## config.mk

```make
export PLATFORM = sky130hd
export DESIGN_NAME = otps_param_store
export DESIGN_NICKNAME = d
export VERILOG_FILES = /design/src/otps_pkg.sv /design/src/otps_param_store.sv
export SDC_FILE = /design/constraint.sdc
export NUM_CORES = 1
export LEC_CHECK = 0
export ABC_CLOCK_PERIOD_IN_PS = 4170
export BUFFER_PORTS_ARGS = -buffer_cell sky130_fd_sc_hd__buf_4
export CAP_MARGIN = 0
export CORE_UTILIZATION = 56
export DETAILED_ROUTE_END_ITERATION = 12
export MAX_ROUTING_LAYER = met4
export PLACE_DENSITY = 0.78
export SYNTH_ARGS = -nofsm -noshare
export SYNTH_HDL_FRONTEND = slang
export SYNTH_SLANG_ARGS = --single-unit
```

## constraint.sdc

```tcl
create_clock -name clk_sys -period 4.17 [get_ports clk_sys]
set_input_delay 0.2085 -clock clk_sys [delete_from_list [all_inputs] [get_ports clk_sys]]
set_output_delay 0.2085 -clock clk_sys [all_outputs]
set_load 0.01 [all_outputs]
```

## src/otps_pkg.sv

```systemverilog
// Shared constants and types for the fuse-backed parameter store.
package otps_pkg;

    // --------------------
    // Store geometry and byte map
    // --------------------
    localparam int OTPS_BYTES = 10;
    localparam logic [3:0] OTPS_LAST_IDX = 4'h9;
    localparam logic [3:0] OTPS_B_CAL_A = 4'h0;
    localparam logic [3:0] OTPS_B_CAL_B = 4'h1;
    localparam logic [3:0] OTPS_B_THR_ADDR = 4'h2;
    localparam logic [3:0] OTPS_B_COIL = 4'h3;
    localparam logic [3:0] OTPS_B_SPEED = 4'h4;
    localparam logic [3:0] OTPS_B_FB_HI = 4'h5;
    localparam logic [3:0] OTPS_B_FB_LO = 4'h6;
    localparam logic [3:0] OTPS_B_SUP_LOCK = 4'h7;
    localparam logic [3:0] OTPS_B_ALT_HI = 4'h8;
    localparam logic [3:0] OTPS_B_ALT_LO = 4'h9;

    // --------------------
    // Field positions (lowest bit of each field)
    // --------------------
    localparam int OTPS_ALT_SEL_POS = 7;
    localparam int OTPS_MERGE_POS = 6;
    localparam int OTPS_NODE_LSB = 0;
    localparam int OTPS_LVL_LSB = 4;
    localparam int OTPS_HOLD_LSB = 0;
    localparam int OTPS_RUN_LSB = 4;
    localparam int OTPS_VMIN_LSB = 0;
    localparam int OTPS_VMAX_LSB = 4;
    localparam int OTPS_ACC_LSB = 0;
    localparam int OTPS_DIR_POS = 4;
    localparam int OTPS_FBH_LSB = 5;
    localparam int OTPS_FBL_LSB = 2;
    localparam int OTPS_LOSS_POS = 1;
    localparam int OTPS_LOWPWR_POS = 0;
    localparam int OTPS_ULOCK_POS = 0;
    localparam int OTPS_FLOCK_POS = 1;
    localparam int OTPS_STEP_LSB = 2;
    localparam int OTPS_WARN_LSB = 4;
    localparam int OTPS_DEB_POS = 7;

    // --------------------
    // Protection masks and special codes
    // --------------------
    localparam logic [7:0] OTPS_PROT_CAL_A = 8'h7F;
    localparam logic [7:0] OTPS_PROT_CAL_B = 8'h3F;
    localparam logic [7:0] OTPS_PROT_ALT_HI = 8'h1F;
    localparam logic [8:0] OTPS_FB_OFF_CODE = 9'h100;
    localparam logic [3:0] OTPS_HOLD_ZERO = 4'hF;
    localparam logic [3:0] OTPS_CODE_LOWEST = 4'h0;

    // --------------------
    // Timing
    // --------------------
    localparam int OTPS_CLK_MHZ = 100;
    localparam int OTPS_ZAP_TIME_US = 10;
    localparam int OTPS_DIP_TIME_US = 20;
    localparam int OTPS_DEB_SHORT_US = 256;
    localparam int OTPS_DEB_LONG_US = 2000;

    // --------------------
    // Types
    // --------------------
    typedef logic [OTPS_BYTES-1:0][7:0] otps_image_t;

    // Fuse image as delivered: only the factory lock bit is zapped.
    localparam otps_image_t OTPS_DELIVERY_IMAGE = 80'h0000_0200_0000_0000_0000;

    typedef struct packed {
        logic [3:0] run_code;
        logic [3:0] hold_code;
        logic [3:0] vmax;
        logic [3:0] vmin;
        logic [3:0] acc;
        logic [3:0] motion_lvl;
        logic [1:0] step_res;
        logic dir;
        logic [10:0] fb_target;
        logic comm_loss;
        logic low_pwr;
        logic [2:0] warn_code;
        logic deb_long;
        logic merge;
    } otps_settings_t;

    typedef enum logic [1:0] {
        OTPS_PG_IDLE = 2'b00,
        OTPS_PG_ZAP = 2'b01,
        OTPS_PG_DONE = 2'b11
    } otps_prog_t;

    typedef enum logic [1:0] {
        OTPS_CUR_RUN = 2'b00,
        OTPS_CUR_DIP = 2'b01,
        OTPS_CUR_OFF = 2'b11,
        OTPS_CUR_HOLD = 2'b10
    } otps_cur_t;

endpackage

```

## src/otps_param_store.sv

```systemverilog
// Fuse parameter store with working copy, address forming and fallback logic.
module otps_param_store
    import otps_pkg::*;
#(
    parameter otps_image_t FUSE_INIT = OTPS_DELIVERY_IMAGE,
    parameter int DEB_SHORT_CYC = OTPS_DEB_SHORT_US * OTPS_CLK_MHZ,
    parameter int DEB_LONG_CYC = OTPS_DEB_LONG_US * OTPS_CLK_MHZ
) (
    input wire logic clk_sys,
    input wire logic rst_n,
    input wire logic power_cycle,
    input wire logic wake_up,
    input wire logic prog_req,
    input wire logic [3:0] prog_idx,
    input wire logic [7:0] prog_data,
    output logic prog_busy,
    output logic prog_done,
    output logic prog_refused,
    input wire logic read_req,
    input wire logic [3:0] read_idx,
    output logic [7:0] read_data,
    output logic read_valid,
    input wire logic set_req,
    input wire otps_settings_t set_data,
    output otps_settings_t work,
    input wire logic [2:0] strap_address_pins,
    output logic [7:0] node_address,
    input wire logic comm_lost,
    input wire logic err_overflow,
    input wire logic goto_fallback_cmd,
    output logic fallback_go,
    output logic fallback_hold,
    output logic [15:0] fallback_pos,
    input wire logic motor_stopped,
    output logic [3:0] coil_current_code,
    output logic regulator_off,
    output logic bridge_low_gnd,
    output logic [4:0] step_divider,
    output logic motion_detect_en,
    input wire logic supply_above_recover,
    output logic supply_recovered
);

    // --------------------
    // Derived cycle counts
    // --------------------
    localparam int ZAP_CYC = OTPS_ZAP_TIME_US * OTPS_CLK_MHZ;
    localparam int DIP_CYC = OTPS_DIP_TIME_US * OTPS_CLK_MHZ;
    localparam logic [11:0] ZAP_LAST = 12'(ZAP_CYC - 1);
    localparam logic [11:0] DIP_LAST = 12'(DIP_CYC - 1);
    localparam logic [17:0] DEB_SHORT_LAST = 18'(DEB_SHORT_CYC - 1);
    localparam logic [17:0] DEB_LONG_LAST = 18'(DEB_LONG_CYC - 1);

    // --------------------
    // Helper functions
    // --------------------

    // Bits that the factory lock keeps from being zapped.
    function automatic logic [7:0] prot_mask(input logic [3:0] idx, input logic flock);
        logic [7:0] m;
        m = 8'h00;
        if (flock) begin
            if (idx == OTPS_B_CAL_A) begin
                m = OTPS_PROT_CAL_A;
            end else if (idx == OTPS_B_CAL_B) begin
                m = OTPS_PROT_CAL_B;
            end else if (idx == OTPS_B_ALT_HI) begin
                m = OTPS_PROT_ALT_HI;
            end
        end
        return m;
    endfunction

    // Readback remaps the obsolete fallback bytes when the alternate bank is chosen.
    function automatic logic [3:0] read_map(input logic [3:0] idx, input logic alt);
        logic [3:0] r;
        r = idx;
        if (alt && idx == OTPS_B_FB_HI) begin
            r = OTPS_B_ALT_HI;
        end else if (alt && idx == OTPS_B_FB_LO) begin
            r = OTPS_B_ALT_LO;
        end
        return r;
    endfunction

    // Builds the working copy from a fuse image.
    function automatic otps_settings_t fuse_to_work(input otps_image_t f);
        otps_settings_t w;
        logic alt;
        logic [7:0] hi;
        logic [7:0] lo;
        alt = f[OTPS_B_CAL_B][OTPS_ALT_SEL_POS];
        hi = alt ? f[OTPS_B_ALT_HI] : f[OTPS_B_FB_HI];
        lo = alt ? f[OTPS_B_ALT_LO] : f[OTPS_B_FB_LO];
        w.run_code = f[OTPS_B_COIL][OTPS_RUN_LSB +: 4];
        w.hold_code = f[OTPS_B_COIL][OTPS_HOLD_LSB +: 4];
        w.vmax = f[OTPS_B_SPEED][OTPS_VMAX_LSB +: 4];
        w.vmin = f[OTPS_B_SPEED][OTPS_VMIN_LSB +: 4];
        w.acc = f[OTPS_B_FB_HI][OTPS_ACC_LSB +: 4];
        w.dir = f[OTPS_B_FB_HI][OTPS_DIR_POS];
        w.motion_lvl = f[OTPS_B_THR_ADDR][OTPS_LVL_LSB +: 4];
        w.step_res = f[OTPS_B_SUP_LOCK][OTPS_STEP_LSB +: 2];
        w.warn_code = f[OTPS_B_SUP_LOCK][OTPS_WARN_LSB +: 3];
        w.deb_long = f[OTPS_B_SUP_LOCK][OTPS_DEB_POS];
        w.merge = f[OTPS_B_CAL_B][OTPS_MERGE_POS];
        w.fb_target = {hi[OTPS_FBH_LSB +: 3], lo[OTPS_FBL_LSB +: 6], 2'b00};
        w.comm_loss = lo[OTPS_LOSS_POS];
        w.low_pwr = lo[OTPS_LOWPWR_POS];
        return w;
    endfunction

    // --------------------
    // State
    // --------------------
    typedef struct packed {
        otps_image_t fuse;
        otps_settings_t work;
        logic [3:0] node_bits;
        logic load_pend;
        otps_prog_t pg;
        logic [11:0] pg_cnt;
        logic [3:0] pg_idx;
        logic [7:0] pg_bits;
        logic done;
        logic refused;
        logic [7:0] rd_data;
        logic rd_valid;
        logic [2:0] hw1;
        logic [2:0] hw2;
        logic [2:0] hw3;
        logic [2:0] hw;
        logic [7:0] nad;
        logic fb_go;
        logic fb_hold;
        logic [15:0] fb_pos;
        otps_cur_t cur;
        logic [11:0] cur_cnt;
        logic [3:0] coil;
        logic reg_off;
        logic sup1;
        logic sup2;
        logic sup3;
        logic sup_lvl;
        logic [17:0] deb_cnt;
        logic recovered;
    } otps_state_t;

    otps_state_t s_reg;
    otps_state_t s_next;

    logic user_locked;
    logic fact_locked;
    logic [7:0] want;
    logic [7:0] cur_byte;
    logic fb_disabled;
    logic [17:0] deb_last;

    // --------------------
    // Next-state logic
    // --------------------

    // All next-state logic in one pass.
    always_comb begin
        s_next = s_reg;
        s_next.done = 1'b0;
        s_next.refused = 1'b0;
        s_next.rd_valid = 1'b0;
        s_next.fb_go = 1'b0;
        s_next.fb_hold = 1'b0;
        user_locked = s_reg.fuse[OTPS_B_SUP_LOCK][OTPS_ULOCK_POS];
        fact_locked = s_reg.fuse[OTPS_B_SUP_LOCK][OTPS_FLOCK_POS];
        cur_byte = (prog_idx <= OTPS_LAST_IDX) ? s_reg.fuse[prog_idx] : 8'h00;
        // Bits already at one are simply skipped; zapping them is meaningless.
        want = prog_data & ~cur_byte;
        fb_disabled = (s_reg.work.fb_target[10:2] == OTPS_FB_OFF_CODE);
        deb_last = s_reg.work.deb_long ? DEB_LONG_LAST : DEB_SHORT_LAST;

        // Fuse programming sequencer: one byte per command.
        case (s_reg.pg)
            OTPS_PG_IDLE: begin
                if (prog_req) begin
                    if (prog_idx > OTPS_LAST_IDX || user_locked) begin
                        s_next.refused = 1'b1;
                    end else if ((want & prot_mask(prog_idx, fact_locked)) != 8'h00) begin
                        s_next.refused = 1'b1;
                    end else begin
                        s_next.pg = OTPS_PG_ZAP;
                        s_next.pg_idx = prog_idx;
                        s_next.pg_bits = want;
                        s_next.pg_cnt = 12'h000;
                    end
                end
            end
            OTPS_PG_ZAP: begin
                if (s_reg.pg_cnt == ZAP_LAST) begin
                    // Zapping only ever sets bits; only reset, which reloads the delivery image, returns a bit to zero.
                    s_next.fuse[s_reg.pg_idx] = s_reg.fuse[s_reg.pg_idx] | s_reg.pg_bits;
                    s_next.pg = OTPS_PG_DONE;
                end else begin
                    s_next.pg_cnt = s_reg.pg_cnt + 12'h001;
                end
            end
            OTPS_PG_DONE: begin
                s_next.done = 1'b1;
                s_next.pg = OTPS_PG_IDLE;
            end
            default: begin
                s_next.pg = OTPS_PG_IDLE;
            end
        endcase

        // Readback shows fuse contents, which may differ from the working copy.
        if (read_req) begin
            s_next.rd_valid = 1'b1;
            s_next.rd_data = 8'h00;
            if (read_idx <= OTPS_LAST_IDX) begin
                s_next.rd_data = s_reg.fuse[read_map(read_idx,
                    s_reg.fuse[OTPS_B_CAL_B][OTPS_ALT_SEL_POS])];
            end
        end

        // Preload happens only after reset release, power-up or wake-up, so fresh zaps stay dormant.
        if (power_cycle || wake_up) begin
            s_next.load_pend = 1'b1;
        end
        if (s_reg.load_pend && s_reg.pg == OTPS_PG_IDLE) begin
            s_next.work = fuse_to_work(s_reg.fuse);
            s_next.node_bits = s_reg.fuse[OTPS_B_THR_ADDR][OTPS_NODE_LSB +: 4];
            s_next.load_pend = power_cycle || wake_up;
        end else if (set_req) begin
            // The node address bits live apart and are never written here.
            s_next.work = set_data;
        end

        // Strap pins: three stages, a change counts once stages two and three agree.
        s_next.hw1 = strap_address_pins;
        s_next.hw2 = s_reg.hw1;
        s_next.hw3 = s_reg.hw2;
        if (s_reg.hw2 == s_reg.hw3) begin
            s_next.hw = s_reg.hw3;
        end
        if (s_reg.work.merge) begin
            s_next.nad = {1'b0, s_reg.hw, s_reg.node_bits};
        end else begin
            s_next.nad = {1'b0, s_reg.node_bits, s_reg.hw};
        end

        // Fallback move: explicit command always moves, automatic trigger may be off.
        if (goto_fallback_cmd) begin
            s_next.fb_go = 1'b1;
        end else if (comm_lost || err_overflow) begin
            s_next.fb_go = !fb_disabled;
            s_next.fb_hold = fb_disabled;
        end
        s_next.fb_pos = {s_reg.work.fb_target, 5'b0_0000};

        // Coil current sequencer.
        case (s_reg.cur)
            OTPS_CUR_RUN: begin
                s_next.coil = s_reg.work.run_code;
                s_next.reg_off = 1'b0;
                if (motor_stopped) begin
                    s_next.cur_cnt = 12'h000;
                    if (s_reg.work.hold_code == OTPS_HOLD_ZERO) begin
                        s_next.cur = OTPS_CUR_DIP;
                        s_next.coil = OTPS_CODE_LOWEST;
                    end else begin
                        s_next.cur = OTPS_CUR_HOLD;
                        s_next.coil = s_reg.work.hold_code;
                    end
                end
            end
            OTPS_CUR_HOLD: begin
                s_next.coil = s_reg.work.hold_code;
                if (!motor_stopped) begin
                    s_next.cur = OTPS_CUR_RUN;
                    s_next.coil = s_reg.work.run_code;
                end
            end
            OTPS_CUR_DIP: begin
                if (!motor_stopped) begin
                    s_next.cur = OTPS_CUR_RUN;
                    s_next.coil = s_reg.work.run_code;
                end else if (s_reg.cur_cnt == DIP_LAST) begin
                    s_next.cur = OTPS_CUR_OFF;
                    s_next.reg_off = 1'b1;
                end else begin
                    s_next.cur_cnt = s_reg.cur_cnt + 12'h001;
                end
            end
            OTPS_CUR_OFF: begin
                if (!motor_stopped) begin
                    s_next.cur = OTPS_CUR_RUN;
                    s_next.coil = s_reg.work.run_code;
                    s_next.reg_off = 1'b0;
                end
            end
            default: begin
                s_next.cur = OTPS_CUR_RUN;
            end
        endcase

        // Supply recovery: three stages, then debounce before declaring recovery.
        s_next.sup1 = supply_above_recover;
        s_next.sup2 = s_reg.sup1;
        s_next.sup3 = s_reg.sup2;
        if (s_reg.sup2 == s_reg.sup3) begin
            s_next.sup_lvl = s_reg.sup3;
        end
        if (!s_reg.sup_lvl) begin
            s_next.recovered = 1'b0;
            s_next.deb_cnt = 18'h0_0000;
        end else if (!s_reg.recovered) begin
            if (s_reg.deb_cnt >= deb_last) begin
                s_next.recovered = 1'b1;
            end else begin
                s_next.deb_cnt = s_reg.deb_cnt + 18'h0_0001;
            end
        end
    end

    // --------------------
    // State register
    // --------------------

    // The fuse image resets to its delivery contents; a preload follows release.
    always_ff @(posedge clk_sys or negedge rst_n) begin
        if (!rst_n) begin
            s_reg <= '0;
            s_reg.fuse <= FUSE_INIT;
            s_reg.load_pend <= 1'b1;
        end else begin
            s_reg <= s_next;
        end
    end

    // --------------------
    // Outputs
    // --------------------

    // Outputs come from registered fields.
    assign prog_busy = (s_reg.pg != OTPS_PG_IDLE);
    assign prog_done = s_reg.done;
    assign prog_refused = s_reg.refused;
    assign read_data = s_reg.rd_data;
    assign read_valid = s_reg.rd_valid;
    assign work = s_reg.work;
    assign node_address = s_reg.nad;
    assign fallback_go = s_reg.fb_go;
    assign fallback_hold = s_reg.fb_hold;
    assign fallback_pos = s_reg.fb_pos;
    assign coil_current_code = s_reg.coil;
    assign regulator_off = s_reg.reg_off;
    assign bridge_low_gnd = s_reg.reg_off;
    assign step_divider = 5'b0_0010 << s_reg.work.step_res;
    assign motion_detect_en = (s_reg.work.motion_lvl != 4'h0);
    assign supply_recovered = s_reg.recovered;

endmodule

```

; ---- After elaboration in Yosys (flattened, before gate mapping)
; Index checks and enable logic that the tools add are counted.
[totals]
input_bits = 76
wordCells = 196
register_bits = 242
[classes]
order_cmp = 8
addsub = 3
eq_ne = 30
n_bitwise = 6
n_mux = 67
n_shift = 1
n_reduce_logical = 29
[op_table]
columns = cell, count
row1 = $bmux 8 s4, 3
row2 = $mux 45, 2
row3 = $mux 8, 11
row4 = $bwmux 80, 1
row5 = $mux 26, 3
row6 = $mux 18, 3
row7 = $pmux 12 s2, 2
row8 = $mux 19, 2
row9 = $mux 12, 3
row10 = $demux 8 s4, 1
row11 = $mux 4, 7
row12 = $ne 2x2->1 const B, 14
row13 = $add 12x1->12 const B, 2
row14 = $mux 7, 3
row15 = $add 18x1->18 const B, 1
row16 = $ge 18x18->1, 1
row17 = $and 8x8->8, 2
row18 = $pmux 4 s4, 1
row19 = $reduce_and 4->1, 4
row20 = $lt 4x5->1 const B, 3
row21 = $mux 1, 13
row22 = $eq 12x10->1 const B, 1
row23 = $eq 12x11->1 const B, 1
row24 = $mux 2, 6
row25 = other kinds (34), 54

; ---- Longest topological paths before layout
[depth]
ltp_word = 14
ltp_mapped = 11
mapped_depth_nobuf = 9

; ---- Least setup slack after synthesis
; Ideal clock, no wire load.
[synth_path]
path_type = reg2reg
start = reg s_reg, in the netlist work[1]
end = reg s_reg[16] (netlist name)
path_stages_with_launch = 11
slack_ns = 1.721
period_less_slack_ns = 2.449
t_required_ns = 4.092
arrival_ns = 2.371
path_cell_list = dfrtp_1 > inv_1 > ha_1 > o21ai_0 > nand2b_1 > a211oi_1 > and2_1 > clkbuf_1 > nor2_1 > or4_1 > a21oi_1
[synth_via]
elab_chain_len = 4
[synth_lines]
columns = item, line_no
row1 = "start, declared", otps_param_store.sv:148  ; otps_state_t s_reg;
row2 = "start signal, assigned", otps_param_store.sv:333  ; s_reg <= s_next;
row3 = $mux 18, otps_param_store.sv:176  ; deb_last = s_reg.work.deb_long ? DEB_LONG_LAST : DEB_SHORT_LAST;
row4 = $ge 18x18->1, otps_param_store.sv:314  ; if (s_reg.deb_cnt >= deb_last) begin
row5 = $ne 2x2->1 (no source line), -
row6 = $reduce_and 2->1 (no source line), -
; No other way between the ends.
; A chain may end at the register's enable or synchronous reset.

; ---- Worst setup path after layout
[layout_path]
start = reg s_reg[182] (netlist name)
end = reg s_reg, in the netlist read_data[4]
[layout_via]
elab_chain_len = 8
[layout_lines]
columns = item, line_no
row1 = $logic_and 1x1->1, otps_param_store.sv:80  ; end else if (alt && idx == OTPS_B_FB_LO) begin
row2 = $mux 4, otps_param_store.sv:80
row3 = $mux 4 (*), otps_param_store.sv:78  ; if (alt && idx == OTPS_B_FB_HI) begin
row4 = $mux 4 (*), otps_param_store.sv:216  ; if (read_idx <= OTPS_LAST_IDX) begin
row5 = $mux 4 (*), otps_param_store.sv:213  ; if (read_req) begin
row6 = $bmux 8 s4 (*), otps_param_store.sv:217  ; s_next.rd_data = s_reg.fuse[read_map(read_idx,
row7 = $mux 8 (implied by the code) (*), otps_param_store.sv:217
row8 = $mux 8 (*), otps_param_store.sv:216
; Every way passes the cells marked *; elsewhere a longest branch is shown, timed or not. The select of a mux whose other input is x is not followed.

==> flow_metrics.py <==
metrics = {
    "setup_path": {
        "critPathArrivalTime_ns": 3.51,
        "critPathCaptureType": "flip-flop",
        "worstRegToRegCells": 8,
        "startpoint_type": "flip-flop",
        "regToRegEndpoint": "read_data[4]$_DFFE_PN0P_",
        "r2r_slack_ns": 1.05,
        "cp.required_ns": 4.56,
        "cp_max_fo": 17,
        "reg2reg_from": "s_reg[182]$_DFFE_PN0P_",
        "worstSetupPathType": "flip-flop to flip-flop",
    },
    "logic_synthesis": {
        "netlist_area_um2": 12700,
        "synthSimpleGateAreaFrac_pct": 11.9,
        "ys_top_cells_by_area": "dfrtp_1 47%, mux2i_1 8.3%, o21ai_0 5.8%",
        "synthAdderAreaFrac_pct": 1.26,
        "seq_area_frac_synth_pct": 47.4,
        "muxShareOfSynthArea_pct": 15.8,
        "synth_ff_type": "dfrtp_1",
        "synth_top_family_by_area": "multiplexers",
        "ys_seq_elements": 241,
        "synth_compound_area_share_pct": 13.9,
        "synth_edf_count": 0,
        "synth_top_area_cell": "dfrtp_1",
        "synth-xor-area-share_pct": 1.72,
        "netlist_instances": 1246,
        "synth.distinct_cells": 61,
        "yosysWarningCount": 0,
        "synthArstFlopShare_pct": 100,
        "synth_top_area_share_pct": 47.0,
        "synth.avg_cell_area_um2": 10.2,
    },
    "die": {
        "die_w_um": 153,
        "rows": 54,
        "io_pins": 172,
        "fp.dieH_um": 153,
        "core_um2": 22000,
        "initial_utilization_pct": 57.8,
        "die-area_um2": 23300,
    },
    "sta": {
        "tightest_slew_ns": 1.15,
        "rsz0062_at_grt": "no",
        "period_needed_ns": 3.12,
        "setup_viol": 0,
        "period_share_pct": 74.8,
        "fmax_mhz": 321,
        "fin_skew_ns": 0.0114,
        "slew_headroom_pct": 22.5,
        "hold_violations": 0,
        "fin_tns_setup_ns": 0,
        "maxSlewViolCount": 0,
    },
    "power_and_ir_drop": {
        "power_frac_seq_pct": 48.5,
        "clock_power_share_pct": 40.8,
        "p_leak_nw": 6.45,
        "pwr-share-comb_pct": 10.7,
        "internal-power_mw": 3.90,
        "power.density_nw_per_um2": 349,
        "power.total_mw": 5.16,
        "swShare_pct": 24.3,
        "p_switching_mw": 1.25,
        "vdd_drop_max_v": 0.000294,
    },
    "clocking": {
        "cts_buffer_depth": 3,
        "cts_tree": "yes",
        "clkTransAtPathRegs_ns": 0.06,
        "cts_buffers": 25,
        "clk_latency_ns": 0.53,
        "post_cts_resized": 0,
        "numClockSinks": 241,
        "postCtsSetupBuffers": 0,
        "holdBufCountCts": 50,
        "cts_htree_levels": 1,
        "clockRootBuffer": "clkbuf_16",
    },
    "cells_and_area": {
        "drive_above_1_share_pct": 19.9,
        "mostFrequentLayoutCell": "dfrtp_1",
        "multi_input_area_um2": 5710,
        "antenna_cells": 0,
        "seq_area_um2": 6030,
        "largest_reg_flops": 150,
        "final_cell_mix": "239 x dfrtp_1, 180 x nand2_1, 170 x buf_4",
        "fillCellCount": 1692,
        "syn2layout_area_growth_pct": 16.2,
        "nets": 1438,
    },
    "status": {
        "outcome": "finished with violations",
        "violations": "design-rule violations",
    },
    "route": {
        "antenna_left": 0,
        "routedWlPerCell_um": 20.6,
        "dr_total_vias": 10006,
        "dr.pass1.iters": 11,
        "routed_wl_mm": 34.0,
        "via_per_inst": 6.07,
        "drt-initial-drc-count": 721,
        "drc": 17,
    },
    "global_routing": {
        "grt_max_degree": 89,
        "grt_first_pass_wirelength_mm": 54.0,
        "grtUsageTotal_pct": 30.1,
        "grt.overflow.total": 0,
        "first_global_vias": 9914,
        "grt_antenna_before_repair": 0,
    },
    "job": {
        "max_cap_viol_count": 0,
    },
    "hold_path": {
        "hold_depth": 3,
        "worst_hold_path_type": "input port to flip-flop",
        "hold_start": "set_data[27]",
        "worstHoldEndpoint": "work[27]$_DFFE_PN0P_",
    },
    "placed_design": {
        "hpwl_mm": 23.3,
        "port_buffers": 164,
        "gp_congestion": 0.929,
    },
}
worst max-delay path, stage by stage, from the launching register on:
cell and delay [ns]:
dfrtp_1 0.86, nor2b_1 0.25, nand2_1 0.12, mux2_2 0.61, buf_4 0.33, mux2i_1 0.21
a32oi_1 0.09, mux2i_1 0.40, o22ai_1 0.11
power by group through the flow:
| stage | Combinational, mW | Sequential, mW | Clock [mW] |
|---|---|---|---|
| after floorplan | 0.349 | 2.51 | 0 |
| final | 0.550 | 2.50 | 2.11 |
| after global placement | 0.500 | 2.54 | 0 |
| after detailed placement | 0.511 | 2.54 | 0 |
| after CTS | 0.550 | 2.50 | 2.13 |
| after global routing | 0.598 | 2.51 | 2.23 |
cells by family after synthesis:
logic type / Yosys count
AND/OR/NAND/NOR: 331
AO/OA/AOI/OAI: 296
flip-flops: 241
buffers and inverters: 180
multiplexers: 159
XOR/XNOR: 25
adder cells (fa/ha/maj): 13
other: 1
worst max-delay path by stage:
stage,end,cells after the start,slack [ns],startpoint
floorplan,s_reg[16]$_DFFE_PN0P_,10,1.72,work[1]$_DFFE_PN0P_
global placement,s_reg[91]$_DFFE_PN0P_,8,1.06,prog_idx[1]
detailed placement,s_reg[91]$_DFFE_PN0P_,8,1.03,prog_idx[1]
CTS,read_data[2]$_DFFE_PN0P_,7,1.12,s_reg[182]$_DFFE_PN0P_
global route,read_data[4]$_DFFE_PN0P_,8,0.84,s_reg[182]$_DFFE_PN0P_
finish,read_data[4]$_DFFE_PN0P_,8,1.05,s_reg[182]$_DFFE_PN0P_
synthesized netlist by cell type (all sizes together), types with 20 or more instances:
| cell type | n |
|---|---|
| mux4 | 29 |
| o21ai | 148 |
| buf | 100 |
| nand2 | 180 |
| dfrtp | 239 |
| mux2 | 25 |
| clkbuf | 52 |
| mux2i | 105 |
| a21oi | 40 |
| nor2 | 45 |
| inv | 28 |
| nor2b | 21 |
| o21a | 20 |
stage by stage:
step | instance area (µm²) | utilization (%) | instances | hold WS [ns] | setup slack (ns)
2_1_floorplan | 12700 | - | 1252 | -0.0871 | 1.72
3_3_place_gp | 13500 | 61.4 | 1553 | 0.256 | 1.06
3_5_place_dp | 13500 | 61.4 | 1553 | 0.254 | 1.03
4_1_cts | 14800 | 67.2 | 1649 | 0.00133 | 1.12
5_1_grt | 14800 | 67.2 | 1649 | 0.00390 | 0.845
6_report | 14800 | 67.2 | 1649 | 0.00894 | 1.05
per-layer routing:
layer	global-route usage, %	vias to the layer above	part of all wire, %
li1	-	4557	-
met1	38.5	4946	41
met2	48.1	414	48
met3	4.35	89	6.6
met4	13.2	0	4.2
met5	-	-	0
area by class of cell:
type                            instances  area share (%)
Clock buffer                           40            4.95
Tap cell                              280            2.37
Inverter                               28           0.710
Sequential cell                       241            40.8
Timing Repair Buffer                  223            12.4
Multi-Input combinational cell        831            38.6
Clock inverter                          6           0.245
No activity file was read; power rests on OpenSTA's default activity.
